<file path="src/ebr_defs.vh">
`ifndef EBR_DEFS_VH
`define EBR_DEFS_VH

// instruction word fields
`define EBR_INSTR_W 12
`define EBR_OPC_HI 11
`define EBR_OPC_LO 8
`define EBR_DEST_BIT 7
`define EBR_FADDR_HI 6
`define EBR_LIT_HI 7

// opcodes
`define EBR_OP_ADD 4'h0
`define EBR_OP_SUB 4'h1
`define EBR_OP_AND 4'h2
`define EBR_OP_IOR 4'h3
`define EBR_OP_XOR 4'h4
`define EBR_OP_RLF 4'h5
`define EBR_OP_RRF 4'h6
`define EBR_OP_MOVF 4'h7
`define EBR_OP_COMF 4'h8
`define EBR_OP_MOVWF 4'h9
`define EBR_OP_ADDLW 4'hA
`define EBR_OP_ANDLW 4'hB
`define EBR_OP_MOVLW 4'hC
`define EBR_OP_GOTO 4'hD

// internally held file addresses
`define EBR_FA_INDIRECT 7'h00
`define EBR_FA_PCLOW 7'h02
`define EBR_FA_STATUS 7'h03
`define EBR_FA_POINTER 7'h04

// status bit positions
`define EBR_ST_CARRY 0
`define EBR_ST_DIGIT 1
`define EBR_ST_ZERO 2

// reset values
`define EBR_RST_BYTE 8'h00
`define EBR_RST_INSTR 12'h000

`endif

</file>
<file path="src/ebr_core.v">
`timescale 1ns/1ps
`include "ebr_defs.vh"

module ebr_core
#(
  parameter PC_W = 11,
  parameter PROG_WORDS = 2048,
  parameter DA_W = 7
)
(
  // clock and reset
  input wire ref_clk,
  input wire resetn,
  // program bus
  output reg [PC_W-1:0] progAddr_reg,
  input wire [`EBR_INSTR_W-1:0] progData,
  // data bus, read port
  output reg [DA_W-1:0] dataAddr_reg,
  input wire [7:0] dataRdData,
  // data bus, write port
  output reg [DA_W-1:0] dataWrAddr_reg,
  output reg [7:0] dataWrData_reg,
  output reg dataWe_reg,
  // observed state
  output reg [7:0] accumulator_reg,
  output reg [7:0] status_reg,
  output reg execValid_reg
);

  // ****************************************
  // pipeline and internal file state
  // ****************************************
  reg [`EBR_INSTR_W-1:0] instr_reg;
  reg [7:0] pointer_reg;
  reg [DA_W-1:0] effAddr_reg;

  wire [3:0] opc = instr_reg[`EBR_OPC_HI:`EBR_OPC_LO];
  wire toFile = instr_reg[`EBR_DEST_BIT];
  wire [7:0] lit = instr_reg[`EBR_LIT_HI:0];
  wire [DA_W-1:0] fetchAddr = progData[`EBR_FADDR_HI:0];

  // next sequential address, wrapping inside the store for odd sizes such as 384
  wire [31:0] lastAddrFull = PROG_WORDS - 1;
  wire [PC_W-1:0] lastAddr = lastAddrFull[PC_W-1:0];
  wire [PC_W-1:0] pcInc = (progAddr_reg == lastAddr) ? {PC_W{1'b0}} :
                          progAddr_reg + 1'b1;

  // ****************************************
  // file read, internal files or data port
  // ****************************************
  // a write issued last cycle lands at the same edge we read, so forward it
  wire fwdHit = dataWe_reg && (dataWrAddr_reg == dataAddr_reg);
  reg [7:0] fileVal;

  // internal files answer in place of the data port
  always @*
  begin
    case (effAddr_reg)
      `EBR_FA_INDIRECT: fileVal = `EBR_RST_BYTE; // pointer to itself reads zero
      `EBR_FA_PCLOW: fileVal = progAddr_reg[7:0];
      `EBR_FA_STATUS: fileVal = status_reg;
      `EBR_FA_POINTER: fileVal = pointer_reg;
      default: fileVal = fwdHit ? dataWrData_reg : dataRdData;
    endcase
  end

  // ****************************************
  // ALU and write-back decode
  // ****************************************
  reg [7:0] res;
  reg [8:0] sum9;
  reg [4:0] sum5;
  reg [7:0] opB;
  reg cin;
  reg wrAcc;
  reg wrFile;
  reg setC;
  reg setDigit;
  reg setZ;
  reg newC;
  reg newDigit;
  reg isBranch;
  reg [PC_W-1:0] target;

  // one-cycle ALU; operand from file or literal against the accumulator
  always @*
  begin
    res = `EBR_RST_BYTE;
    opB = accumulator_reg;
    cin = 1'b0;
    wrAcc = 1'b0;
    wrFile = 1'b0;
    setC = 1'b0;
    setDigit = 1'b0;
    setZ = 1'b0;
    newC = status_reg[`EBR_ST_CARRY];
    newDigit = status_reg[`EBR_ST_DIGIT];
    isBranch = 1'b0;
    target = progAddr_reg;
    // subtract as file plus inverted accumulator plus one
    if (opc == `EBR_OP_SUB)
    begin
      opB = ~accumulator_reg;
      cin = 1'b1;
    end
    sum9 = {1'b0, (opc == `EBR_OP_ADDLW) ? lit : fileVal} + {1'b0, opB} + {8'h00, cin};
    sum5 = {1'b0, (opc == `EBR_OP_ADDLW) ? lit[3:0] : fileVal[3:0]} + {1'b0, opB[3:0]}
           + {4'h0, cin};
    case (opc)
      `EBR_OP_ADD, `EBR_OP_SUB, `EBR_OP_ADDLW:
      begin
        res = sum9[7:0];
        newC = sum9[8]; // carry, or no-borrow on subtract
        newDigit = sum5[4]; // nibble carry or no-borrow
        setC = 1'b1;
        setDigit = 1'b1;
        setZ = 1'b1;
      end
      `EBR_OP_AND: begin res = fileVal & accumulator_reg; setZ = 1'b1; end
      `EBR_OP_IOR: begin res = fileVal | accumulator_reg; setZ = 1'b1; end
      `EBR_OP_XOR: begin res = fileVal ^ accumulator_reg; setZ = 1'b1; end
      `EBR_OP_ANDLW: begin res = lit & accumulator_reg; setZ = 1'b1; end
      `EBR_OP_RLF:
      begin
        res = {fileVal[6:0], status_reg[`EBR_ST_CARRY]}; // shift through carry
        newC = fileVal[7];
        setC = 1'b1;
      end
      `EBR_OP_RRF:
      begin
        res = {status_reg[`EBR_ST_CARRY], fileVal[7:1]};
        newC = fileVal[0];
        setC = 1'b1;
      end
      `EBR_OP_MOVF: begin res = fileVal; setZ = 1'b1; end
      `EBR_OP_COMF: begin res = ~fileVal; setZ = 1'b1; end
      `EBR_OP_MOVWF: res = accumulator_reg;
      `EBR_OP_MOVLW: res = lit;
      `EBR_OP_GOTO:
      begin
        isBranch = 1'b1;
        target = {progAddr_reg[PC_W-1:8], lit};
      end
      default: res = `EBR_RST_BYTE; // unused codes act as no-op
    endcase
    // destination: literal ops always to the accumulator
    if (opc == `EBR_OP_ADDLW || opc == `EBR_OP_ANDLW || opc == `EBR_OP_MOVLW)
      wrAcc = 1'b1;
    else if (opc == `EBR_OP_MOVWF)
      wrFile = 1'b1;
    else if (opc != `EBR_OP_GOTO && opc <= `EBR_OP_COMF)
    begin
      wrFile = toFile;
      wrAcc = ~toFile;
    end
    // a write to the low program counter byte is a computed branch
    if (wrFile && effAddr_reg == `EBR_FA_PCLOW)
    begin
      isBranch = 1'b1;
      target = {progAddr_reg[PC_W-1:8], res};
    end
    if (!execValid_reg)
    begin
      wrAcc = 1'b0;
      wrFile = 1'b0;
      setC = 1'b0;
      setDigit = 1'b0;
      setZ = 1'b0;
      isBranch = 1'b0;
    end
  end

  // ****************************************
  // next values of the internal files
  // ****************************************
  reg [7:0] statusNext;
  reg [7:0] pointerNext;

  // flag updates win over a plain write of the status file
  always @*
  begin
    statusNext = status_reg;
    pointerNext = pointer_reg;
    if (wrFile && effAddr_reg == `EBR_FA_STATUS)
      statusNext = res;
    if (wrFile && effAddr_reg == `EBR_FA_POINTER)
      pointerNext = res;
    if (setC)
      statusNext[`EBR_ST_CARRY] = newC;
    if (setDigit)
      statusNext[`EBR_ST_DIGIT] = newDigit;
    if (setZ)
      statusNext[`EBR_ST_ZERO] = (res == `EBR_RST_BYTE);
  end

  // operand address of the word being fetched; uses the pointer value being
  // written now so a pointer load followed by an indirect access needs no stall
  wire [DA_W-1:0] effAddrNext = (fetchAddr == `EBR_FA_INDIRECT) ?
                                pointerNext[DA_W-1:0] : fetchAddr;

  wire isInternal = (effAddr_reg == `EBR_FA_INDIRECT) || (effAddr_reg == `EBR_FA_PCLOW) ||
                    (effAddr_reg == `EBR_FA_STATUS) || (effAddr_reg == `EBR_FA_POINTER);

  // ****************************************
  // fetch, execute and write-back registers
  // ****************************************
  always @(posedge ref_clk or negedge resetn)
  begin
    if (!resetn)
    begin
      progAddr_reg <= {PC_W{1'b0}};
      instr_reg <= `EBR_RST_INSTR;
      execValid_reg <= 1'b0;
      effAddr_reg <= {DA_W{1'b0}};
      dataAddr_reg <= {DA_W{1'b0}};
      dataWrAddr_reg <= {DA_W{1'b0}};
      dataWrData_reg <= `EBR_RST_BYTE;
      dataWe_reg <= 1'b0;
      accumulator_reg <= `EBR_RST_BYTE;
      status_reg <= `EBR_RST_BYTE;
      pointer_reg <= `EBR_RST_BYTE;
    end
    else
    begin
      // whole word captured each cycle while the previous one executes
      instr_reg <= progData;
      effAddr_reg <= effAddrNext;
      dataAddr_reg <= effAddrNext; // read address runs beside the fetch
      if (isBranch)
      begin
        progAddr_reg <= target; // refetch from the target
        execValid_reg <= 1'b0; // drop the word already fetched
      end
      else
      begin
        progAddr_reg <= pcInc; // one instruction per cycle
        execValid_reg <= 1'b1;
      end
      if (wrAcc)
        accumulator_reg <= res; // no file address reaches it
      status_reg <= statusNext;
      pointer_reg <= pointerNext;
      // external files written one cycle later, on their own write port
      dataWe_reg <= wrFile && !isInternal;
      dataWrAddr_reg <= effAddr_reg;
      dataWrData_reg <= res;
    end
  end

endmodule

</file>
<file path="config.mk">
export PLATFORM = sky130hd
export DESIGN_NAME = ebr_core
export DESIGN_NICKNAME = d
export VERILOG_FILES = /design/src/ebr_core.v
export VERILOG_INCLUDE_DIRS = /design/src /design/src/src
export SDC_FILE = /design/constraint.sdc
export NUM_CORES = 1
export LEC_CHECK = 0
export BUFFER_PORTS_ARGS = -buffer_cell sky130_fd_sc_hd__buf_2
export CORE_UTILIZATION = 40
export CTS_CLUSTER_DIAMETER = 120
export DETAILED_ROUTE_END_ITERATION = 6
export PLACE_DENSITY = 0.59
export SLEW_MARGIN = 5
export SYNTH_ARGS = -nofsm -noshare
export SYNTH_HDL_FRONTEND = slang
export SYNTH_SLANG_ARGS = --single-unit
</file>
<file path="constraint.sdc">
create_clock -name ref_clk -period 7 [get_ports ref_clk]
set_input_delay 0.7 -clock ref_clk [delete_from_list [all_inputs] [get_ports ref_clk]]
set_output_delay 0.7 -clock ref_clk [all_outputs]
set_load 0.05 [all_outputs]
</file>
==> results of run 1 <==
==> per-layer routing <==
layer | GRT usage (%) | up-vias | share of wire [%]
met3 | 6.213 | 44 | 7.3
met1 | 37.61 | 2275 | 43
met2 | 45.89 | 207 | 47
met5 | 0 | - | 0
li1 | - | 2159 | -
met4 | 11.23 | 0 | 3.2
==> worst paths after layout <==
check | startpoint | endpoint | slack, ps | cells after the start
setup / recovery | instr_reg[11]$_DFF_PN0_ | effAddr_reg[6]$_DFF_PN0_ | 1510 | 14
hold / removal | progData[11] | instr_reg[11]$_DFF_PN0_ | 470 | 1
setup reg to reg | instr_reg[11]$_DFF_PN0_ | effAddr_reg[6]$_DFF_PN0_ | 1510 | 14
hold reg to reg | effAddr_reg[5]$_DFF_PN0_ | dataWrAddr_reg[5]$_DFF_PN0_ | 470 | 0
max in group asynchronous | resetn | status_reg[7]$_DFFE_PN0P_ | 5900 | 1
min in group asynchronous | resetn | instr_reg[9]$_DFF_PN0_ | 490 | 1
==> report_power, final <==
part           internal [mW]  leakage [nW]  switching, mW
Sequential             0.479         0.846          0.129
Combinational          0.220          1.54          0.496
Clock                  0.241         0.125          0.191
==> final cells by class <==
class / count / area share (%)
sequential: 71 / 31.51
multi-input combinational: 435 / 52.07
timing repair buffer: 75 / 6.834
clock buffer: 10 / 4.060
tap: 147 / 3.262
clock inverter: 6 / 0.7988
inverter: 22 / 1.464
==> layout by cell type, fill, tap and decap left out, drive strengths merged, types with 4 or more instances in the layout <==
cell type / synthesis / final
and2: 11 / 11
a211oi: 5 / 5
nand2b: 5 / 5
mux2: 12 / 12
nor4: 6 / 6
nand3: 14 / 14
nand3b: 8 / 8
nor2: 63 / 63
a211o: 8 / 8
and3: 11 / 11
a21oi: 42 / 42
a21o: 11 / 11
o22ai: 9 / 9
or4: 5 / 5
nor2b: 7 / 7
nand2: 39 / 39
xor2: 5 / 5
xnor2: 20 / 20
mux2i: 8 / 8
dfrtp: 71 / 71
o21ai: 40 / 40
nand4: 10 / 10
o2bb2ai: 4 / 4
buf: 15 / 75
a31oi: 10 / 10
nor3: 10 / 10
ha: 16 / 16
o211ai: 4 / 4
clkbuf: 18 / 10
inv: 22 / 23
o31ai: 4 / 4
==> logic make-up (layout without fill, tap and decap cells) <==
family                     Yosys count  in the layout  share of synthesized area, %
muxes                               20             20                         4.430
DFF                                 71             71                         35.95
and+or+nand+nor                    205            205                         23.11
AOI/OAI and AO/OA                  168            168                         22.99
buffers and inverters               55            113                         4.633
adders and majority gates           17             17                         4.456
xor gates and xnor gates            25             25                         4.430
==> through the flow <==
step / util (%) / cell area, sq um / setup WS (ps) / total power, mW / hold WS (ps)
global route: 46.95 / 5639 / 1250 / 1.841 / 464.9
detailed placement: 44.67 / 5365 / 1594 / 1.326 / 462.6
floorplan: - / 4942 / 2921 / 1.097 / 404.4
global placement: 44.67 / 5365 / 1627 / 1.326 / 448.3
CTS: 46.95 / 5639 / 1557 / 1.760 / 461.8
finish: 46.95 / 5639 / 1511 / 1.757 / 468.9
==> impl_metrics.prom, run 1 <==
# TYPE chip_impl_metric gauge
chip_impl_info{name="clk_root_buffer_cell",value="sky130_fd_sc_hd__clkbuf_16"} 1
chip_impl_metric{name="report.final.slew_viol_count",unit=""} 0
chip_impl_metric{name="grt_max_degree",unit=""} 72
chip_impl_metric{name="syn-instance-count",unit=""} 561
chip_impl_metric{name="place.port_buffers",unit=""} 72
chip_impl_metric{name="dpl.hpwl",unit="um"} 13080
chip_impl_info{name="worstSetupPathType",value="flip-flop to flip-flop"} 1
chip_impl_metric{name="final_cells",unit=""} 766
chip_impl_metric{name="detail_route.vias_per_cell",unit=""} 6.116
chip_impl_metric{name="worst_ir_drop_vdd",unit="mV"} 0.2519
chip_impl_metric{name="io_pins",unit=""} 73
chip_impl_metric{name="power.static_leakage",unit="nW"} 2.515
chip_impl_info{name="cpMaxStageDelayCell",value="sky130_fd_sc_hd__nor3_1"} 1
chip_impl_metric{name="numPlacedInstances",unit=""} 750
chip_impl_metric{name="dieArea",unit="sq um"} 12800
chip_impl_metric{name="num_vias",unit=""} 4685
chip_impl_info{name="path_common_cell",value="sky130_fd_sc_hd__nand2_1"} 1
chip_impl_metric{name="multi_input_area",unit="sq um"} 2937
chip_impl_metric{name="hold_buffers",unit=""} 0
chip_impl_metric{name="setup_viol_count_final",unit=""} 0
chip_impl_metric{name="die_height",unit="um"} 113.2
chip_impl_metric{name="synth_cell_types",unit=""} 78
chip_impl_metric{name="routed_wirelength",unit="um"} 17530
chip_impl_metric{name="antennaDiodeCount",unit=""} 0
chip_impl_metric{name="drv.max_cap_violation_count",unit=""} 0
chip_impl_metric{name="drt_first_pass_iters",unit=""} 5
chip_impl_metric{name="synth-warning-count",unit=""} 0
chip_impl_metric{name="timing.setup.tns",unit="ps"} 0
chip_impl_metric{name="cp_num_buf_inv",unit=""} 1
chip_impl_metric{name="cp.arrival",unit="ps"} 5710
chip_impl_metric{name="tightest_slew",unit="ps"} 1344
chip_impl_metric{name="period_share",unit="%"} 78.42
chip_impl_metric{name="layout.nets",unit=""} 653
chip_impl_metric{name="gr-usage-all-layers",unit="%"} 28.59
chip_impl_metric{name="synth-seq-area-share",unit="%"} 35.95
chip_impl_metric{name="cts_num_sinks",unit=""} 71
chip_impl_metric{name="start_util",unit="%"} 41.15
chip_impl_metric{name="post_synth_edffs",unit=""} 0
chip_impl_metric{name="synth.cell_area",unit="sq um"} 4942
chip_impl_info{name="synthTopCellsByCount",value="sky130_fd_sc_hd__dfrtp_1 (71), sky130_fd_sc_hd__nor2_1 (62), sky130_fd_sc_hd__a21oi_1 (41), sky130_fd_sc_hd__nand2_1 (39), sky130_fd_sc_hd__o21ai_0 (35)"} 1
chip_impl_metric{name="grt_overflow",unit=""} 0
chip_impl_info{name="worstSetupStartpointType",value="flip-flop"} 1
chip_impl_metric{name="num-fill-cells",unit=""} 1190
chip_impl_info{name="tightest_hold_check_type",value="input pin to flip-flop"} 1
chip_impl_metric{name="die-width",unit="um"} 113.2
chip_impl_info{name="critPathTopFamily",value="simple AND/OR/NAND/NOR gates"} 1
chip_impl_metric{name="tritoncts.num_buffers",unit=""} 9
chip_impl_info{name="crit_path_cell_trace",value="nor2b_1 > nand2_1 > nand2_1 > o21a_1 > inv_1 > fa_1 > nand2b_1 > a21oi_1 > a31oi_1 > xnor2_1 > nor2_1 > nor3_1 > o21ai_0 > a21o_1"} 1
chip_impl_metric{name="maxClockFrequency",unit="MHz"} 182.2
chip_impl_info{name="unrepaired_setup_endpoints_after_global_routing",value="false"} 1
chip_impl_metric{name="postSynthNetCount",unit=""} 600
chip_impl_metric{name="worst_setup_skew_after_layout",unit="ps"} 4.302
chip_impl_metric{name="fp-row-count",unit=""} 40
chip_impl_metric{name="drt_iter0_drc",unit=""} 465
chip_impl_metric{name="post_cts.repair.setup_buffers",unit=""} 0
chip_impl_metric{name="stage_delay_of_the_slowest_cell_on_the_critical_path",unit="ps"} 1090
chip_impl_metric{name="final-seq-area",unit="sq um"} 1777
chip_impl_metric{name="gp_congestion",unit=""} 0.9566
chip_impl_metric{name="worst_setup_hold_path_clk_slew",unit="ps"} 60
chip_impl_metric{name="post_synth.cell_area_avg",unit="sq um"} 8.810
chip_impl_metric{name="cts_repair_resize_count",unit=""} 0
chip_impl_metric{name="final_period_minus_worst_setup_slack",unit="ps"} 5489
chip_impl_info{name="synth_ff_type",value="sky130_fd_sc_hd__dfrtp_1"} 1
chip_impl_info{name="synth.largest_area_cell",value="sky130_fd_sc_hd__dfrtp_1"} 1
chip_impl_metric{name="antenna_violations_before_repair",unit=""} 0
chip_impl_metric{name="grt_first_pass_wirelength",unit="um"} 27160
chip_impl_metric{name="ys_ff_latch",unit=""} 71
chip_impl_metric{name="detail_route.wl_per_cell",unit="um"} 22.89
chip_impl_metric{name="timing_hold_violations_final",unit=""} 0
chip_impl_metric{name="detail_route.drc_violations",unit=""} 0
chip_impl_metric{name="timing.critical_path.required",unit="ps"} 7230
chip_impl_metric{name="via_count_of_the_first_global_routing_pass",unit=""} 4578
chip_impl_metric{name="clock_insertion_delay_at_the_later_pin_of_the_skew_report",unit="ps"} 340
chip_impl_info{name="yosys-top-cells-area",value="sky130_fd_sc_hd__dfrtp_1 (36%), sky130_fd_sc_hd__nor2_1 (4.7%), sky130_fd_sc_hd__a21oi_1 (4.2%)"} 1
chip_impl_info{name="synth_most_common_cell",value="sky130_fd_sc_hd__dfrtp_1"} 1
chip_impl_metric{name="cts_max_path_buffers",unit=""} 2
chip_impl_metric{name="coreArea",unit="sq um"} 12010
chip_impl_metric{name="layout-drive-gt1-share",unit="%"} 20.19
chip_impl_metric{name="powerDensity",unit="nW/um^2"} 311.6
chip_impl_info{name="crit_path_end_kind",value="flip-flop"} 1
chip_impl_metric{name="critical_path.max_fanout",unit=""} 31
chip_impl_metric{name="flip_flop_count_of_the_largest_register_after_layout",unit=""} 12
chip_impl_metric{name="cts_htree_levels",unit=""} 3
chip_impl_info{name="cts_tree",value="built"} 1
chip_impl_metric{name="async_s_r_ff_share_synth",unit="%"} 100.0
chip_impl_metric{name="yosysTopAreaCellShare",unit="%"} 35.95
chip_impl_metric{name="drt.antenna.violating_nets",unit=""} 0
chip_impl_metric{name="area_growth",unit="%"} 14.10
chip_impl_metric{name="slew-limit-headroom",unit="%"} 9.700
chip_impl_info{name="status",value="complete, no violations"} 1
Power figures use the tool's default switching activity.
==> run 2, diff against run 1 <==
--- a/config.mk
+++ b/config.mk
@@ -10,7 +10,7 @@
 export CORE_UTILIZATION = 40
 export CTS_CLUSTER_DIAMETER = 120
 export DETAILED_ROUTE_END_ITERATION = 6
-export PLACE_DENSITY = 0.59
+export PLACE_DENSITY = 0.62
 export SLEW_MARGIN = 5
 export SYNTH_ARGS = -nofsm -noshare
 export SYNTH_HDL_FRONTEND = slang
==> constraint.sdc (replaced) <==
create_clock -name ref_clk -period 5 [get_ports ref_clk]
set_input_delay 0.5 -clock ref_clk [delete_from_list [all_inputs] [get_ports ref_clk]]
set_output_delay 0.5 -clock ref_clk [all_outputs]
set_load 0.05 [all_outputs]
==> run 2 against run 1 <==
Effect of this change: sequential share of layout area is 0.70 points lower; first-iteration DRC count fell by 5.8%; power up 45%; largest cell class unchanged; sequential power grew 37%; maximum frequency is 20% higher; sequential cell count is the same; critical path depth is 2 higher; cell count up 1.6%.
==> impl_metrics.prom, run 2 (synthesis results as in run 1) <==
# TYPE chip_impl_metric gauge
chip_impl_info{name="status",value="complete, no violations"} 1
chip_impl_metric{name="via_count_of_the_first_global_routing_pass",unit=""} 4674
chip_impl_metric{name="global_route.usage.met1",unit="%"} 35.91
chip_impl_metric{name="final_cells",unit=""} 778
chip_impl_metric{name="io_pins",unit=""} 73
chip_impl_info{name="hold_end",value="instr_reg[9]$_DFF_PN0_"} 1
chip_impl_info{name="path_common_cell",value="sky130_fd_sc_hd__a2bb2oi_1"} 1
chip_impl_metric{name="global_route.usage.met3",unit="%"} 6.535
chip_impl_info{name="tightest_hold_check_type",value="input pin to flip-flop"} 1
chip_impl_info{name="cp-startpoint",value="effAddr_reg[1]$_DFF_PN0_"} 1
chip_impl_metric{name="dieArea",unit="sq um"} 12800
chip_impl_metric{name="cp_num_buf_inv",unit=""} 1
chip_impl_metric{name="clock_insertion_delay_at_the_later_pin_of_the_skew_report",unit="ps"} 350
chip_impl_metric{name="cp.arrival",unit="ps"} 4830
chip_impl_metric{name="start_util",unit="%"} 41.15
chip_impl_metric{name="hold_depth",unit=""} 1
chip_impl_metric{name="tightest_slew",unit="ps"} 1056
chip_impl_metric{name="detail_route.drc_violations",unit=""} 0
chip_impl_metric{name="period_share",unit="%"} 91.80
chip_impl_metric{name="worst_setup_skew_after_layout",unit="ps"} 5.533
chip_impl_metric{name="worst_ir_drop_vdd",unit="mV"} 0.3505
chip_impl_metric{name="report.final.slew_viol_count",unit=""} 0
chip_impl_metric{name="detail_route.wl_per_cell",unit="um"} 21.92
chip_impl_metric{name="layout.nets",unit=""} 665
chip_impl_metric{name="postLayoutCellArea",unit="sq um"} 5768
chip_impl_metric{name="antenna_violations_before_repair",unit=""} 0
chip_impl_metric{name="cts_max_path_buffers",unit=""} 2
chip_impl_metric{name="critical_path.max_fanout",unit=""} 17
chip_impl_metric{name="multi_input_area",unit="sq um"} 2943
chip_impl_info{name="layout_common_cells",value="sky130_fd_sc_hd__buf_2 (72), sky130_fd_sc_hd__dfrtp_1 (71), sky130_fd_sc_hd__nor2_1 (62)"} 1
chip_impl_metric{name="drv.max_cap_violation_count",unit=""} 0
chip_impl_metric{name="drt_first_pass_iters",unit=""} 5
chip_impl_info{name="holdCritStartpoint",value="progData[9]"} 1
chip_impl_metric{name="powerDensity",unit="nW/um^2"} 440.3
chip_impl_info{name="layout_commonest_cell",value="sky130_fd_sc_hd__buf_2"} 1
chip_impl_metric{name="grt_max_degree",unit=""} 72
chip_impl_metric{name="place.port_buffers",unit=""} 72
chip_impl_info{name="unrepaired_setup_endpoints_after_global_routing",value="false"} 1
chip_impl_metric{name="hold_buffers",unit=""} 0
chip_impl_metric{name="gr-usage-met2",unit="%"} 44.58
chip_impl_metric{name="numPlacedInstances",unit=""} 762
chip_impl_info{name="worstSetupPathType",value="flip-flop to flip-flop"} 1
chip_impl_info{name="clk_root_buffer_cell",value="sky130_fd_sc_hd__clkbuf_16"} 1
chip_impl_metric{name="power.static_leakage",unit="nW"} 2.599
chip_impl_metric{name="grt_first_pass_wirelength",unit="um"} 26400
chip_impl_metric{name="area_post_placement",unit="sq um"} 5453
chip_impl_metric{name="die-width",unit="um"} 113.2
chip_impl_info{name="cpMaxStageDelayCell",value="sky130_fd_sc_hd__dfrtp_1"} 1
chip_impl_info{name="r2r-end",value="status_reg[2]$_DFFE_PN0P_"} 1
chip_impl_metric{name="timing.setup.tns",unit="ps"} 0
chip_impl_info{name="crit_path_end_kind",value="flip-flop"} 1
chip_impl_info{name="grt.busiest_layer",value="met2"} 1
chip_impl_metric{name="worst_setup_hold_path_clk_slew",unit="ps"} 60
chip_impl_metric{name="timing.reg2reg.worst_path_depth",unit=""} 16
chip_impl_metric{name="tritoncts.num_buffers",unit=""} 9
chip_impl_metric{name="antennaDiodeCount",unit=""} 0
chip_impl_metric{name="detail_route.vias_per_cell",unit=""} 6.113
chip_impl_metric{name="slew-limit-headroom",unit="%"} 28.95
chip_impl_info{name="crit_path_cell_trace",value="nor2b_1 > a2bb2oi_1 > a2bb2oi_1 > o221a_2 > nand2_1 > o21a_1 > inv_1 > fa_1 > nand2b_1 > a21oi_1 > xor2_1 > a211oi_1 > o221ai_1 > a2111o_1 > nand4b_4 > o41ai_2"} 1
chip_impl_metric{name="hold_slack",unit="ps"} 261.7
chip_impl_metric{name="gr-usage-all-layers",unit="%"} 27.69
chip_impl_metric{name="finish.utilization",unit="%"} 48.02
chip_impl_metric{name="cts_htree_levels",unit=""} 3
chip_impl_metric{name="worst-r2r-setup-slack",unit="ps"} 410
chip_impl_metric{name="stage_delay_of_the_slowest_cell_on_the_critical_path",unit="ps"} 670
chip_impl_metric{name="area_growth",unit="%"} 16.71
chip_impl_metric{name="maxClockFrequency",unit="MHz"} 217.9
chip_impl_metric{name="coreArea",unit="sq um"} 12010
chip_impl_metric{name="routed_wirelength",unit="um"} 17050
chip_impl_metric{name="post_cts.repair.setup_buffers",unit=""} 0
chip_impl_metric{name="cts_repair_resize_count",unit=""} 0
chip_impl_metric{name="flip_flop_count_of_the_largest_register_after_layout",unit=""} 12
chip_impl_metric{name="num_vias",unit=""} 4756
chip_impl_metric{name="cts_num_sinks",unit=""} 71
chip_impl_metric{name="final_period_minus_worst_setup_slack",unit="ps"} 4590
chip_impl_info{name="worstSetupStartpointType",value="flip-flop"} 1
chip_impl_info{name="reg2reg_from",value="effAddr_reg[1]$_DFF_PN0_"} 1
chip_impl_metric{name="drt_iter0_drc",unit=""} 438
chip_impl_metric{name="final-seq-area",unit="sq um"} 1777
chip_impl_metric{name="grt_overflow",unit=""} 0
chip_impl_metric{name="timing.critical_path.required",unit="ps"} 5240
chip_impl_metric{name="drt.antenna.violating_nets",unit=""} 0
chip_impl_metric{name="layout-drive-gt1-share",unit="%"} 21.87
chip_impl_metric{name="die_height",unit="um"} 113.2
chip_impl_metric{name="timing_hold_violations_final",unit=""} 0
chip_impl_info{name="critPathTopFamily",value="compound AO/OA/AOI/OAI gates"} 1
chip_impl_metric{name="dpl.hpwl",unit="um"} 12980
chip_impl_info{name="cts_tree",value="built"} 1
chip_impl_metric{name="num-fill-cells",unit=""} 1171
chip_impl_metric{name="fp-row-count",unit=""} 40
chip_impl_metric{name="setup_viol_count_final",unit=""} 0
chip_impl_metric{name="gp_congestion",unit=""} 0.9636
-- run 2: cell types whose count changed in the layout (fill, tap and decap cells not counted), sizes merged --
cell	previous run	this run
buf	75	87
bufinv	0	1
clkbuf	10	12
clkinvlp	3	0
-- run 2: cell type report --
cell class	instances	area share [%]
well taps	147	3.189
multi-input cells	435	51.02
inverters	22	1.432
repair buffers	87	8.200
flip-flops and latches	71	30.80
clock inverters	4	0.9111
clock buffers	12	4.447
-- run 2: worst register-to-register path: stages (launching register included) --
cell                        delay, ps
sky130_fd_sc_hd__dfrtp_1          670
sky130_fd_sc_hd__nor2b_1          390
sky130_fd_sc_hd__a2bb2oi_1        140
sky130_fd_sc_hd__a2bb2oi_1        160
sky130_fd_sc_hd__o221a_2          330
sky130_fd_sc_hd__nand2_1           90
sky130_fd_sc_hd__o21a_1           150
sky130_fd_sc_hd__inv_1             60
sky130_fd_sc_hd__fa_1             420
sky130_fd_sc_hd__nand2b_1         160
sky130_fd_sc_hd__a21oi_1          270
sky130_fd_sc_hd__xor2_1           160
sky130_fd_sc_hd__a211oi_1         270
sky130_fd_sc_hd__o221ai_1         170
sky130_fd_sc_hd__a2111o_1         520
sky130_fd_sc_hd__nand4b_4         230
sky130_fd_sc_hd__o41ai_2          300
-- run 2: worst max path at each step --
stage | end | slack [ps] | cells after the start
floorplan | effAddr_reg[4]$_DFF_PN0_ | 920 | 17
global placement | effAddr_reg[4]$_DFF_PN0_ | 650 | 14
detailed placement | effAddr_reg[4]$_DFF_PN0_ | 530 | 16
CTS | effAddr_reg[4]$_DFF_PN0_ | 500 | 16
global route | status_reg[2]$_DFFE_PN0P_ | 190 | 16
finish | status_reg[2]$_DFFE_PN0P_ | 410 | 16
-- run 2: layer usage --
metal / vias up / share of wire, %
li1: 2183 / -
met1: 2287 / 41
met2: 247 / 47
met3: 39 / 8.6
met4: 0 / 3.4
met5: - / 0
-- run 2: power breakdown --
group	leakage, nW	internal [mW]	switching (mW)	total, mW
Combinational	1.60	0.324	0.714	1.04
Sequential	0.846	0.672	0.161	0.833
Clock	0.153	0.415	0.254	0.670
Total	2.60	1.41	1.13	2.54
-- run 2: through the flow --
stage	power (mW)	setup slack, ps
2_1_floorplan	1.536	920.6
3_3_place_gp	1.854	648.2
3_5_place_dp	1.863	534.7
4_1_cts	2.540	499.4
5_1_grt	2.656	190.6
6_report	2.540	409.9
